### src/hdl/shaper_regs_params.svh
// Offsets, field positions, reset values and the unlimited and 10M maximum rate codes for the port shaper registers
`ifndef SHAPER_REGS_PARAMS_SVH
`define SHAPER_REGS_PARAMS_SVH
`define OFF_P1_SHAPING   8'h19
`define OFF_P1_PHY_SPCL  8'h1a
`define OFF_P1_DIAG_RES  8'h1b
`define OFF_P2_SHAPING   8'h29
`define OFF_P2_PHY_SPCL  8'h2a
`define OFF_P2_DIAG_RES  8'h2b
`define OFF_P3_SHAPING   8'h39
`define OFF_P3_RSVD      8'h3a
`define SHP_CLS3_MSB     7
`define SHP_CLS3_LSB     4
`define SHP_CLS2_MSB     3
`define SHP_CLS2_LSB     0
`define SHP_RESET        8'h00
`define PHY_SHORT_BIT    7
`define PHY_RES_MSB      6
`define PHY_RES_LSB      5
`define PHY_START_BIT    4
`define PHY_FLINK_BIT    3
`define PHY_PSAVE_BIT    2
`define PHY_RLOOP_BIT    1
`define PHY_DIST8_BIT    0
`define PHY_RESET        8'h04
`define DIAG_RESET       8'h00
`define RATE_CODE_UNLIM  4'h0
`define RATE_CODE_10M_MAX 4'h8
`endif

### src/hdl/shaper_regs_pkg.sv
// Types shared by the port shaper and cable test register block
package shaper_regs_pkg;
   typedef enum logic [1:0] {CT_NORMAL, CT_OPEN, CT_SHORT, CT_FAIL} cable_result_t;
   typedef enum {DG_IDLE, DG_RUN} diag_state_t;
endpackage

### src/hdl/rate_decode.sv
// Maps a 4-bit egress limit code to a rate in kbit/s, applying speed and queue mode
`timescale 1ns/1ps
`default_nettype none
`include "shaper_regs_params.svh"
module rate_decode
   import shaper_regs_pkg::*;
(
   input  wire logic [3:0]  code,
   input  wire logic        speed_10m,
   input  wire logic        queue_active,
   output logic [16:0]      rate_kbps
);
   logic [3:0] eff;
   always_comb
   begin
      eff = code;
      if (!queue_active)
         eff = `RATE_CODE_UNLIM;
      else if (speed_10m && (code > `RATE_CODE_10M_MAX))
         eff = `RATE_CODE_UNLIM;
      case (eff)
         4'h1: rate_kbps = 17'd64;
         4'h2: rate_kbps = 17'd128;
         4'h3: rate_kbps = 17'd256;
         4'h4: rate_kbps = 17'd512;
         4'h5: rate_kbps = 17'd1000;
         4'h6: rate_kbps = 17'd2000;
         4'h7: rate_kbps = 17'd4000;
         4'h8: rate_kbps = 17'd8000;
         4'h9: rate_kbps = 17'd16000;
         4'ha: rate_kbps = 17'd32000;
         4'hb: rate_kbps = 17'd48000;
         4'hc: rate_kbps = 17'd64000;
         4'hd: rate_kbps = 17'd72000;
         4'he: rate_kbps = 17'd80000;
         4'hf: rate_kbps = 17'd88000;
         default: rate_kbps = 17'd0;
      endcase
   end
endmodule
`default_nettype wire

### src/hdl/port_shaper_regs.sv
// Per-port egress shaping limits and PHY special control/status registers
`timescale 1ns/1ps
`default_nettype none
`include "shaper_regs_params.svh"
//////////////////////////////////////////////////////////////////////////////
module port_shaper_regs
   import shaper_regs_pkg::*;
#(
   parameter int NPORT = 3,
   parameter int NPHY  = 2
)
(
   input  wire logic                 clk,
   input  wire logic                 rstn,
   input  wire logic                 reg_wr,
   input  wire logic                 reg_rd,
   input  wire logic [7:0]           reg_addr,
   input  wire logic [7:0]           reg_wdata,
   output logic [7:0]                reg_rdata,
   input  wire logic [NPHY-1:0]      miim_wr,
   input  wire logic [NPHY*8-1:0]    miim_wdata,
   output logic [NPHY*8-1:0]         miim_rdata,
   input  wire logic                 multi_queue_en,
   input  wire logic [NPORT-1:0]     port_speed_10m,
   output logic [NPORT*17-1:0]       class3_rate_kbps,
   output logic [NPORT*17-1:0]       class2_rate_kbps,
   output logic [NPHY-1:0]           diag_start,
   input  wire logic [NPHY-1:0]      diag_done,
   input  wire logic [NPHY*2-1:0]    diag_result,
   input  wire logic [NPHY-1:0]      diag_near_short,
   input  wire logic [NPHY*9-1:0]    diag_fault_count,
   output logic [NPHY-1:0]           force_link_pass,
   output logic [NPHY-1:0]           power_save_en,
   output logic [NPHY-1:0]           remote_loopback
);
   typedef struct packed {
      logic [NPORT-1:0][7:0] shp;
      logic [NPHY-1:0][7:0]  phy;
      logic [NPHY-1:0][7:0]  dres;
      diag_state_t [NPHY-1:0] dst;
      logic [7:0]            rdata;
      logic [NPHY-1:0][7:0]  mrdata;
      logic [NPORT-1:0][16:0] r3;
      logic [NPORT-1:0][16:0] r2;
      logic [NPHY-1:0]       start;
      logic [NPHY-1:0]       psave;
   } state_t;

   state_t s_q, s_d;
   logic [NPORT-1:0][16:0] r3_w, r2_w;
   logic [7:0] shp_off [NPORT];
   logic [7:0] phy_off [NPHY];
   logic [7:0] dres_off [NPHY];

   //////////////////////////////////////////////////////////////////////////
   // Rate decode per port and queue
   // Each limit is decoded against its port's speed and the queue mode
   genvar g;
   generate
      for (g = 0; g < NPORT; g++)
      begin : g_rate
         rate_decode u_r3 (
            .code         (s_q.shp[g][`SHP_CLS3_MSB:`SHP_CLS3_LSB]),
            .speed_10m    (port_speed_10m[g]),
            .queue_active (multi_queue_en),
            .rate_kbps    (r3_w[g])
         );
         rate_decode u_r2 (
            .code         (s_q.shp[g][`SHP_CLS2_MSB:`SHP_CLS2_LSB]),
            .speed_10m    (port_speed_10m[g]),
            .queue_active (multi_queue_en),
            .rate_kbps    (r2_w[g])
         );
      end
   endgenerate

   // Offset tables; port 3 has only its shaping register
   assign shp_off[0] = `OFF_P1_SHAPING;
   assign shp_off[1] = `OFF_P2_SHAPING;
   assign shp_off[2] = `OFF_P3_SHAPING;
   assign phy_off[0] = `OFF_P1_PHY_SPCL;
   assign phy_off[1] = `OFF_P2_PHY_SPCL;
   assign dres_off[0] = `OFF_P1_DIAG_RES;
   assign dres_off[1] = `OFF_P2_DIAG_RES;

   //////////////////////////////////////////////////////////////////////////
   // Next state
   always_comb
   begin
      logic [7:0] wv;
      logic       wen;
      wv  = 8'h00;
      wen = 1'b0;
      s_d = s_q;
      s_d.r3 = r3_w;
      s_d.r2 = r2_w;
      s_d.rdata = 8'h00;
      // Read data stands one cycle after the strobe and is zero otherwise
      // Shaping registers of all three ports
      for (int p = 0; p < NPORT; p++)
      begin
         if (reg_wr && reg_addr == shp_off[p])
            s_d.shp[p] = reg_wdata;
         if (reg_rd && reg_addr == shp_off[p])
            s_d.rdata = s_q.shp[p];
      end
      for (int p = 0; p < NPHY; p++)
      begin
         // Control/status and fault count low byte of the two copper ports
         // Register bus write wins over a same-cycle management write
         wen = (reg_wr && reg_addr == phy_off[p]) || miim_wr[p];
         wv  = (reg_wr && reg_addr == phy_off[p]) ? reg_wdata : miim_wdata[p*8 +: 8];
         // Only the control bits follow a write; result bits keep their values
         if (wen)
         begin
            s_d.phy[p][`PHY_FLINK_BIT] = wv[`PHY_FLINK_BIT];
            s_d.phy[p][`PHY_PSAVE_BIT] = wv[`PHY_PSAVE_BIT];
            s_d.phy[p][`PHY_RLOOP_BIT] = wv[`PHY_RLOOP_BIT];
         end
         // A start is taken only while idle; writes during a run neither restart nor stop it
         case (s_q.dst[p])
            DG_IDLE:
            begin
               if (wen && wv[`PHY_START_BIT])
               begin
                  s_d.phy[p][`PHY_START_BIT] = 1'b1;
                  s_d.dst[p] = DG_RUN;
               end
            end
            DG_RUN:
            begin
               // Results are latched only on the done pulse that ends a run
               if (diag_done[p])
               begin
                  s_d.phy[p][`PHY_START_BIT] = 1'b0;
                  s_d.phy[p][`PHY_SHORT_BIT] = diag_near_short[p];
                  s_d.phy[p][`PHY_RES_MSB:`PHY_RES_LSB] = diag_result[p*2 +: 2];
                  s_d.phy[p][`PHY_DIST8_BIT] = diag_fault_count[p*9+8];
                  s_d.dres[p] = diag_fault_count[p*9 +: 8];
                  s_d.dst[p] = DG_IDLE;
               end
            end
            default:
               // Recover an illegal state to idle
               s_d.dst[p] = DG_IDLE;
         endcase
         // Test request to the PHY stays high for the whole run
         s_d.start[p] = (s_d.dst[p] == DG_RUN);
         // Power save enable has its own flop so the pin needs no inverter
         s_d.psave[p] = ~s_d.phy[p][`PHY_PSAVE_BIT];
         // Management side sees the register as it stands after this edge
         s_d.mrdata[p] = s_d.phy[p];
         if (reg_rd && reg_addr == phy_off[p])
            s_d.rdata = s_q.phy[p];
         if (reg_rd && reg_addr == dres_off[p])
            s_d.rdata = s_q.dres[p];
      end
      // Any other unmapped offset also reads zero
      // Reserved slot of port 3 reads zero and ignores writes
      if (reg_rd && reg_addr == `OFF_P3_RSVD)
         s_d.rdata = 8'h00;
      // Synchronous reset; power saving starts disabled
      if (!rstn)
      begin
         s_d = '0;
         for (int p = 0; p < NPORT; p++)
         begin
            s_d.shp[p] = `SHP_RESET;
         end
         for (int p = 0; p < NPHY; p++)
         begin
            s_d.phy[p]    = `PHY_RESET;
            s_d.psave[p]  = 1'b0;
            s_d.dres[p]   = `DIAG_RESET;
            s_d.mrdata[p] = `PHY_RESET;
            s_d.dst[p]    = DG_IDLE;
         end
      end
   end

   always_ff @(posedge clk)
   begin
      s_q <= s_d;
   end

   //////////////////////////////////////////////////////////////////////////
   // Outputs straight from state
   // Rates follow a code or mode change by one cycle
   assign reg_rdata  = s_q.rdata;
   assign miim_rdata = s_q.mrdata;
   assign diag_start = s_q.start;
   generate
      for (g = 0; g < NPORT; g++)
      begin : g_out
         assign class3_rate_kbps[g*17 +: 17] = s_q.r3[g];
         assign class2_rate_kbps[g*17 +: 17] = s_q.r2[g];
      end
      for (g = 0; g < NPHY; g++)
      begin : g_phy
         // Link pass and loopback drive the PHY straight from their bits
         assign force_link_pass[g] = s_q.phy[g][`PHY_FLINK_BIT];
         assign power_save_en[g]   = s_q.psave[g];
         assign remote_loopback[g] = s_q.phy[g][`PHY_RLOOP_BIT];
      end
   endgenerate
endmodule
`default_nettype wire

### config.mk
export PLATFORM = sky130hd
export DESIGN_NAME = port_shaper_regs
export DESIGN_NICKNAME = d
export VERILOG_FILES = /design/src/hdl/shaper_regs_pkg.sv /design/src/hdl/rate_decode.sv /design/src/hdl/port_shaper_regs.sv
export VERILOG_INCLUDE_DIRS = /design/src /design/src/hdl
export SDC_FILE = /design/constraint.sdc
export NUM_CORES = 1
export LEC_CHECK = 0
export ABC_AREA = 1
export BUFFER_PORTS_ARGS = -buffer_cell sky130_fd_sc_hd__buf_2
export CORE_MARGIN = 5
export CORE_UTILIZATION = 45
export CTS_CLUSTER_DIAMETER = 120
export CTS_CLUSTER_SIZE = 14
export DETAILED_ROUTE_END_ITERATION = 10
export GPL_ROUTABILITY_DRIVEN = 0
export GPL_TIMING_DRIVEN = 0
export HOLD_SLACK_MARGIN = 0.03
export PLACE_DENSITY = 0.67
export SLEW_MARGIN = 20
export SYNTH_ARGS = -nofsm -noshare
export SYNTH_HDL_FRONTEND = slang
export SYNTH_SLANG_ARGS = --single-unit
### constraint.sdc
create_clock -name clk -period 1.86 [get_ports clk]
set_clock_uncertainty 0.2 [all_clocks]
set_input_delay 0 -clock clk [delete_from_list [all_inputs] [get_ports clk]]
set_output_delay 0 -clock clk [all_outputs]
set_load 0.005 [all_outputs]
==> flow_summary.ini, run 1 <==
[final_layout]
fin_area_um2 = 12700
final_cells = 1787
areaGrowthSynthToFinish_pct = 31.8
final_layout_size_suffix_gt1_frac = 0.305
final_cell_mix = dfxtp_1, nand2_1, buf_2
final_nets = 1628
fillers = 1870
n_antenna_cell = 0
seqCellArea_um2 = 4340
final_common_cell = dfxtp_1
multiInputGateArea_um2 = 4310

[worst_setup_path]
crit_required_ps = 2050
crit_chain = dlygate4sd3_1 -> buf_4 -> buf_6 -> nand3_4 -> ha_1 -> or2_2 -> o21ai_1 -> nand2_1 -> o31ai_1
rrSetupSlack_ps = 60
cp-end-kind = flip-flop
r2r-end = class3_rate_kbps[9]
path_class = primary input to flip-flop
worst_path_max_delay_cell = dlygate4sd3_1
max_stage_delay_ps = 560
critical_path.max_fanout = 10
r2r_start = s_q[233]
cp.arrival_ps = 2010
r2r_cells = 7
worst_setup_path_start_kind = primary input

[timing]
setup_violations = 0
fin_ws_ps = 33.5
finalHoldViolations = 29
min_period_ps = 1830
slew_headroom = 0.496
worst_pin_slew_ps = 755
fmax_mhz = 547
finalMaxSlewViolations = 0
hold_slack_ps = -238
period_share = 0.982
rsz0062_at_grt = true

[place]
portBuffers = 174
hpwl_um = 17500
dp.cells = 1676
dp_slack_ps = -191
post_dp_cell_area_um2 = 11200

[floorplan]
coreArea_um2 = 21100
fp.dieW_um = 157
fp-row-count = 53
start_util = 0.458
dieArea_um2 = 24500
die_y_um = 157
io_pins = 202

[hold_path]
hold_depth = 3
hp-start = rstn
holdPathEnd = class3_rate_kbps[50]
hp-class = primary input to flip-flop

[power_and_ir_drop]
leakage_nw = 6.16
vdd_drop_max_mv = 0.761
p_per_area_nw_per_um2 = 682
p_total_mw = 8.69

[drt]
wire_per_inst_um = 13.6
drtPass1Iterations = 5
vias = 8297
antenna_left = 0
drt-initial-drc-count = 457
routed_via_density = 4.64
drcViolationCount = 0
drt_wl_total_um = 24300

[grt]
grt_overflow = 0
grt_antenna_before_repair = 0
grt_max_degree = 15
grt_pass1_vias = 7973
grt_pass1_wl_um = 38600
grt_util_all_layers = 0.191

[clock_network]
insertion_delay_ps = 490
h-tree-depth = 1
clk_path_buf_depth = 3
cts_buffers = 19
root_buffer = clkbuf_16
cts_tree = yes
cts.sinks = 216
clk_pin_slew_worst_paths_ps = 70

[synth]
syn_avg_cell_area_um2 = 8.41
yosys_warnings = 0
synth_cells = 1148
ys_seq_area_frac = 0.448
synthDistinctLibCells = 48
yosys_register_bits = 216
syn-cell-area_um2 = 9660

[run_status]
outcome = finished, violations left
violations = negative hold slack

[run]
maxCapViolCount = 0
[logic make-up after synthesis]
logic type	synth area share
flip-flops	0.448
buffers and inverters	0.153
other	0.000388
AO/OA/AOI/OAI	0.100
adder cells (fa/ha/maj)	0.0622
AND/OR/NAND/NOR	0.236
[stage by stage]
stage / utilization / setup TNS [ps]
finish: 0.604 / 0
global route: 0.604 / -251
CTS: 0.594 / 0
detailed placement: 0.530 / -2310
global placement: 0.530 / -1810
floorplan: - / 0
[sequential cells by signal (all words and copies together), names as in the netlist]
name	cells
miim_rdata	16
s_q	104
class2_rate_kbps	42
reg_rdata	8
class3_rate_kbps	42
diag_start	2
power_save_en	2
[Yosys cell counts, drive strengths merged]
cell type  instances  area share
buf              146        0.11
and2               1     0.00065
o21bai             1     0.00078
conb               1     0.00039
a31oi              3      0.0019
or2                6      0.0039
nor4               1     0.00065
nand3b             1     0.00078
a211oi            10      0.0088
nor3b              2      0.0016
nand2            205       0.083
a31o               1     0.00091
nor3              26       0.017
a32o               1      0.0010
ha                48       0.062
nand4             15      0.0097
a22o               4      0.0036
a21oi             74       0.041
clkbuf             8      0.0031
o21ai             71       0.038
nand3             82       0.052
inv               89       0.035
o31ai              5      0.0039
nor2             130       0.067
dfxtp            216        0.45
o211ai             1     0.00078
[worst max-delay path: cells and delay by family]
| kind | cells | cell delay (ps) |
|---|---|---|
| and+or+nand+nor | 3 | 530 |
| adders and majority gates | 1 | 310 |
| AOI/OAI and AO/OA | 2 | 170 |
| buffers and inverters | 3 | 990 |
[cell type report]
type	instances	share of cell area
Buffer	154	0.0900
Inverter	89	0.0266
Timing Repair Buffer	264	0.138
Sequential cell	216	0.341
Multi-Input combinational cell	768	0.339
Clock buffer	19	0.0373
Clock inverter	2	0.00138
Tap cell	275	0.0270
[routing by layer]
| metal | track usage | up-vias | part of all wire |
|---|---|---|---|
| met5 | 0 | - | 0 |
| met2 | 0.329 | 238 | 0.49 |
| met1 | 0.245 | 3777 | 0.43 |
| li1 | - | 4239 | - |
| met4 | 0.0558 | 0 | 0.020 |
| met3 | 0.0326 | 43 | 0.066 |
[where the power goes]
| part | internal (mW) | switching (mW) |
|---|---|---|
| combinational | 0.251 | 0.284 |
| clock | 1.82 | 1.59 |
| sequential | 4.71 | 0.0347 |
| total | 6.78 | 1.91 |
[repair_timing]
action,in CTS,in global routing
resized for setup,14,36
endpoints found under the setup margin,23,52
setup buffers,0,11
pin swaps,0,13
endpoints found under the hold margin,154,29
hold buffers,80,4
[worst max-delay path by stage]
stage / slack, ps / endpoint / start / cells past startpoint
floorplan: 40 / class2_rate_kbps[40] / s_q[245] / 8
global placement: -170 / class2_rate_kbps[40] / s_q[245] / 8
detailed placement: -190 / class2_rate_kbps[40] / s_q[245] / 8
CTS: 0.05 / class2_rate_kbps[40] / s_q[243] / 8
global route: -60 / class2_rate_kbps[26] / multi_queue_en / 9
finish: 30 / class3_rate_kbps[9] / multi_queue_en / 9
No activity file was read; power rests on OpenSTA's default activity.
==> run 2: changes to the inputs <==
--- a/config.mk
+++ b/config.mk
@@ -16,6 +16,7 @@
 export GPL_ROUTABILITY_DRIVEN = 0
 export GPL_TIMING_DRIVEN = 0
 export HOLD_SLACK_MARGIN = 0.03
+export MAX_ROUTING_LAYER = met4
 export PLACE_DENSITY = 0.67
 export SLEW_MARGIN = 20
 export SYNTH_ARGS = -nofsm -noshare
==> flow_summary.ini, run 2 (synthesis gave the netlist of run 1 again) <==
[run_status]
outcome = finished, violations left
violations = negative hold slack

[final_layout]
largest_reg_flops = 104
n_antenna_cell = 0
final_layout_size_suffix_gt1_frac = 0.305
areaGrowthSynthToFinish_pct = 31.8
final_cells = 1787
final_cell_mix = dfxtp_1, nand2_1, buf_2
final_common_cell = dfxtp_1
final_nets = 1628
regMostFlops = s_q

[floorplan]
coreArea_um2 = 21100
start_util = 0.458
dieArea_um2 = 24500
io_pins = 202
fp.dieW_um = 157
die_y_um = 157
fp-row-count = 53

[drt]
routed_via_density = 4.63
antenna_left = 0
wire_per_inst_um = 13.6
drtPass1Iterations = 5
drt-initial-drc-count = 466
drcViolationCount = 0
vias = 8267
drt_wl_total_um = 24300

[hold_path]
hp-start = rstn
hold_depth = 3
hp-class = primary input to flip-flop
holdPathEnd = class3_rate_kbps[50]

[timing]
rsz0062_at_grt = true
period_share = 0.978
worst_pin_slew_ps = 728
slew_headroom = 0.515
fmax_mhz = 549
setup_violations = 0
finalHoldViolations = 29
hold_slack_ps = -236
finalMaxSlewViolations = 0
min_period_ps = 1820
tns_ps = 0

[power_and_ir_drop]
switchingPower_mw = 1.90
p_total_mw = 8.69
switching_share = 0.219
intPower_mw = 6.78
pwr-share-seq = 0.546
p_per_area_nw_per_um2 = 682
clkPwrFrac = 0.393
combPwrFrac = 0.061
vdd_drop_max_mv = 0.761
leakage_nw = 6.16

[grt]
grt_pass1_vias = 7971
grt_pass1_wl_um = 38600
grt_overflow = 0
grt_max_degree = 15
grt_antenna_before_repair = 0
grt_util_all_layers = 0.196

[worst_setup_path]
worst_setup_path_start_kind = primary input
r2r_start = s_q[233]
rrSetupSlack_ps = 60
crit_path_start = multi_queue_en
path_class = primary input to flip-flop
r2r-end = class3_rate_kbps[9]
crit_required_ps = 2050
cp.arrival_ps = 2010
r2r_cells = 7
critical_path.max_fanout = 10
cp-end-kind = flip-flop

[run]
maxCapViolCount = 0

[clock_network]
root_buffer = clkbuf_16
h-tree-depth = 1
cts_tree = yes
cts_buffers = 19
clk_pin_slew_worst_paths_ps = 70
insertion_delay_ps = 490
clk_path_buf_depth = 3
cts.sinks = 216

[place]
dp.cells = 1676
portBuffers = 174
hpwl_um = 17500
-- run 2: critical path, cell delays in order --
cell	delay (ps)
dlygate4sd3_1	550
buf_4	190
buf_6	240
nand3_4	150
ha_1	310
or2_2	320
o21ai_1	80
nand2_1	70
o31ai_1	90
-- run 2: per-layer routing --
metal	wire length, µm	vias to the layer above	track usage
met1	10400	3739	0.247
met3	1600	42	0.0299
met4	458	0	0.0558
met2	11800	256	0.330
li1	-	4230	-
met5	0	-	-
-- run 2: area by class of cell --
cell class | count | area (µm²)
multi-input combinational | 768 | 4310
sequential | 216 | 4340
tap | 275 | 344
clock buffer | 19 | 475
fill | 1870 | 8360
buffer | 154 | 1150
clock inverter | 2 | 17.5
timing repair buffer | 264 | 1760
inverter | 89 | 339
-- run 2: how the worst max path moves through the flow --
stage / endpoint / cells after the start
3_3_place_gp: class2_rate_kbps[40] / 8
6_report: class3_rate_kbps[9] / 9
5_1_grt: class2_rate_kbps[26] / 9
4_1_cts: class2_rate_kbps[40] / 8
2_1_floorplan: class2_rate_kbps[40] / 8
3_5_place_dp: class2_rate_kbps[40] / 8
-- run 2: timing repair --
item	in CTS	in global routing
endpoints found under the setup margin	23	52
gates resized for setup	14	36
cloned	0	0
hold buffers	80	4
pin swaps	0	13
buffers inserted	0	11
endpoints found under the hold margin	154	29
-- run 2: power by group through the flow --
stage               logic, mW  clock network, mW  registers (mW)
floorplan               0.227                  0            4.83
global placement        0.386                  0            4.84
detailed placement      0.387                  0            4.85
CTS                     0.504               3.53            4.74
global route            0.588               3.72            4.75
finish                  0.534               3.41            4.74
-- run 2: metrics by stage --
step | worst slack [ps] | instance area (µm²) | util | hold slack, ps
final | 40.1 | 12700 | 0.604 | -236
after global routing | -59.6 | 12700 | 0.604 | -228
after CTS | 0.0511 | 12500 | 0.594 | -259
after detailed placement | -191 | 11200 | 0.530 | 80.9
after global placement | -169 | 11200 | 0.530 | 78.7
after floorplan | 37.8 | 9960 | - | -65.1
==> run 3: changes to the inputs <==
--- a/config.mk
+++ b/config.mk
@@ -6,7 +6,7 @@
 export SDC_FILE = /design/constraint.sdc
 export NUM_CORES = 1
 export LEC_CHECK = 0
-export ABC_AREA = 1
+export ABC_AREA = 0
 export BUFFER_PORTS_ARGS = -buffer_cell sky130_fd_sc_hd__buf_2
 export CORE_MARGIN = 5
 export CORE_UTILIZATION = 45
@@ -18,6 +18,7 @@
 export HOLD_SLACK_MARGIN = 0.03
 export MAX_ROUTING_LAYER = met4
 export PLACE_DENSITY = 0.67
+export REMOVE_ABC_BUFFERS = 1
 export SLEW_MARGIN = 20
 export SYNTH_ARGS = -nofsm -noshare
 export SYNTH_HDL_FRONTEND = slang
==> flow_summary.ini, run 3 <==
[synth]
yosys.area_share.adder = 0.0611
synth_top_family_by_area = simple AND/OR/NAND/NOR gates
yosys_register_bits = 216
synth-main-ff-cell = dfxtp_1
synthArstFlopShare = 0
synth_top_area_cell = dfxtp_1
synth_area_leaders = dfxtp_1, buf_4, ha_1
synthXorXnorAreaFrac = 0.000891
synthDistinctLibCells = 64
yosys.cell_count.top_type = dfxtp_1
synth_cells = 1060
syn-cell-area_um2 = 9830
synth_edf_count = 0
syn_avg_cell_area_um2 = 9.28
yosys_warnings = 0
synth_top_area_share = 0.440
synthMuxAreaShare = 0.0617
synthTopCellsByCount = dfxtp_1, buf_4, nand2_1
ys_seq_area_frac = 0.440
synth_compound_area_frac = 0.127
synthSimpleGateAreaFrac = 0.171

[run_status]
outcome = finished, violations left
violations = negative hold slack

[final_layout]
final_layout_size_suffix_gt1_frac = 0.259
seqCellArea_um2 = 4350
final_cell_mix = dfxtp_1, buf_2, nand2_1
regMostFlops = s_q
multiInputGateArea_um2 = 4810
largest_reg_flops = 104
fillers = 1864
final_nets = 1399
areaGrowthSynthToFinish_pct = 25.8
final_common_cell = dfxtp_1

[clock_network]
h-tree-depth = 1
cts_buffers = 19
cts.sinks = 216
clk_path_buf_depth = 3
insertion_delay_ps = 490
root_buffer = clkbuf_16
cts_tree = yes
clk_pin_slew_worst_paths_ps = 70

[worst_setup_path]
rrSetupSlack_ps = 40
critical_path.max_fanout = 7
path_class = flip-flop to flip-flop
cp.arrival_ps = 2040
crit_required_ps = 2080
cp-end-kind = flip-flop
worst_setup_path_start_kind = flip-flop

[timing]
period_share = 0.976
setup_violations = 0
hold_slack_ps = -40.3
fmax_mhz = 551
slew_headroom = 0.384
finalMaxSlewViolations = 0
min_period_ps = 1820
rsz0062_at_grt = true
worst_pin_slew_ps = 919
tns_ps = 0
finalHoldViolations = 6

[hold_path]
hp-class = primary input to flip-flop

[grt]
grt_max_degree = 64
grt_pass1_wl_um = 39200
grt_pass1_vias = 7584
grt_antenna_before_repair = 1
grt_overflow = 0
grt_util_all_layers = 0.198

[floorplan]
dieArea_um2 = 24900
fp.dieW_um = 158
start_util = 0.453
fp-row-count = 54
coreArea_um2 = 21700
die_y_um = 158
io_pins = 202

[power_and_ir_drop]
intPower_mw = 6.82
p_per_area_nw_per_um2 = 712
vdd_drop_max_mv = 1.04
combPwrFrac = 0.068
switching_share = 0.226
switchingPower_mw = 1.99
pwr-share-seq = 0.540
leakage_nw = 5.46
clkPwrFrac = 0.392

[drt]
drt_wl_total_um = 25500
antenna_left = 0
routed_via_density = 5.12
drcViolationCount = 0
vias = 8008
drt-initial-drc-count = 398
drtPass1Iterations = 4
wire_per_inst_um = 16.3

[place]
portBuffers = 175
hpwl_um = 16500

[run]
maxCapViolCount = 0
[run 3: cells by family (layout without fill, tap and decap cells)]
group                    Yosys count  count (layout)
multiplexers                      59              59
adder cells (fa/ha/maj)           48              48
XOR/XNOR                           1               1
other                              1              82
buffers and inverters            222             366
AND/OR/NAND/NOR                  340             340
AO/OA/AOI/OAI                    173             173
flip-flops                       216             216
[run 3: stage by stage]
step                      worst slack [ps]  utilization  instance area [µm²]  total power [mW]  instances
after floorplan                       -229            -                 8890              5.01        948
final                                 44.1        0.570                12400              8.82       1565
after global routing                  -124        0.570                12400              9.15       1564
after global placement               -2160        0.466                10100              5.23       1403
after detailed placement              -535        0.470                10200              5.25       1406
after CTS                             3.89        0.547                11900              8.88       1532
[run 3: path summary, 6_finish.rpt]
kind,depth (start not counted),from,endpoint
setup / recovery,6,s_q[185],s_q[207]
hold / removal,3,multi_queue_en,class2_rate_kbps[6]
hold reg to reg,2,s_q[209],s_q[209]
setup reg to reg,6,s_q[185],s_q[207]
[run 3: power groups by stage]
stage | sequential [mW] | combinational (mW) | clock [mW]
global placement | 4.86 | 0.371 | 0
finish | 4.76 | 0.601 | 3.46
CTS | 4.75 | 0.552 | 3.57
detailed placement | 4.86 | 0.390 | 0
floorplan | 4.85 | 0.159 | 0
global route | 4.76 | 0.654 | 3.74
[run 3: repair_timing]
action,in CTS,in global routing
pin swaps,8,21
resized for setup,46,59
endpoints found under the setup margin,73,70
hold buffers,91,1
buffers inserted,14,30
hold endpoints to repair,140,4
[run 3: worst max-delay path: stages (launching register included)]
cell and delay [ps]:
dfxtp_2 330, nor4_4 290, nand4_1 210, buf_4 200
nor3_4 140, buf_6 180, mux2i_1 190
[run 3: per-layer routing]
| metal | GRT usage | up-vias | wire length (µm) |
|---|---|---|---|
| li1 | - | 3936 | - |
| met3 | 0.0331 | 46 | 1490 |
| met1 | 0.249 | 3800 | 11000 |
| met2 | 0.335 | 226 | 12300 |
| met5 | - | - | 0 |
| met4 | 0.0455 | 0 | 648 |
[run 3: area by class of cell]
class,instances,share of cell area
Antenna cell,2,0.000404
Clock buffer,19,0.0384
Clock inverter,2,0.00142
Inverter,31,0.0100
Multi-Input combinational cell,701,0.388
Sequential cell,216,0.352
Tap cell,280,0.0283
Timing Repair Buffer,314,0.181
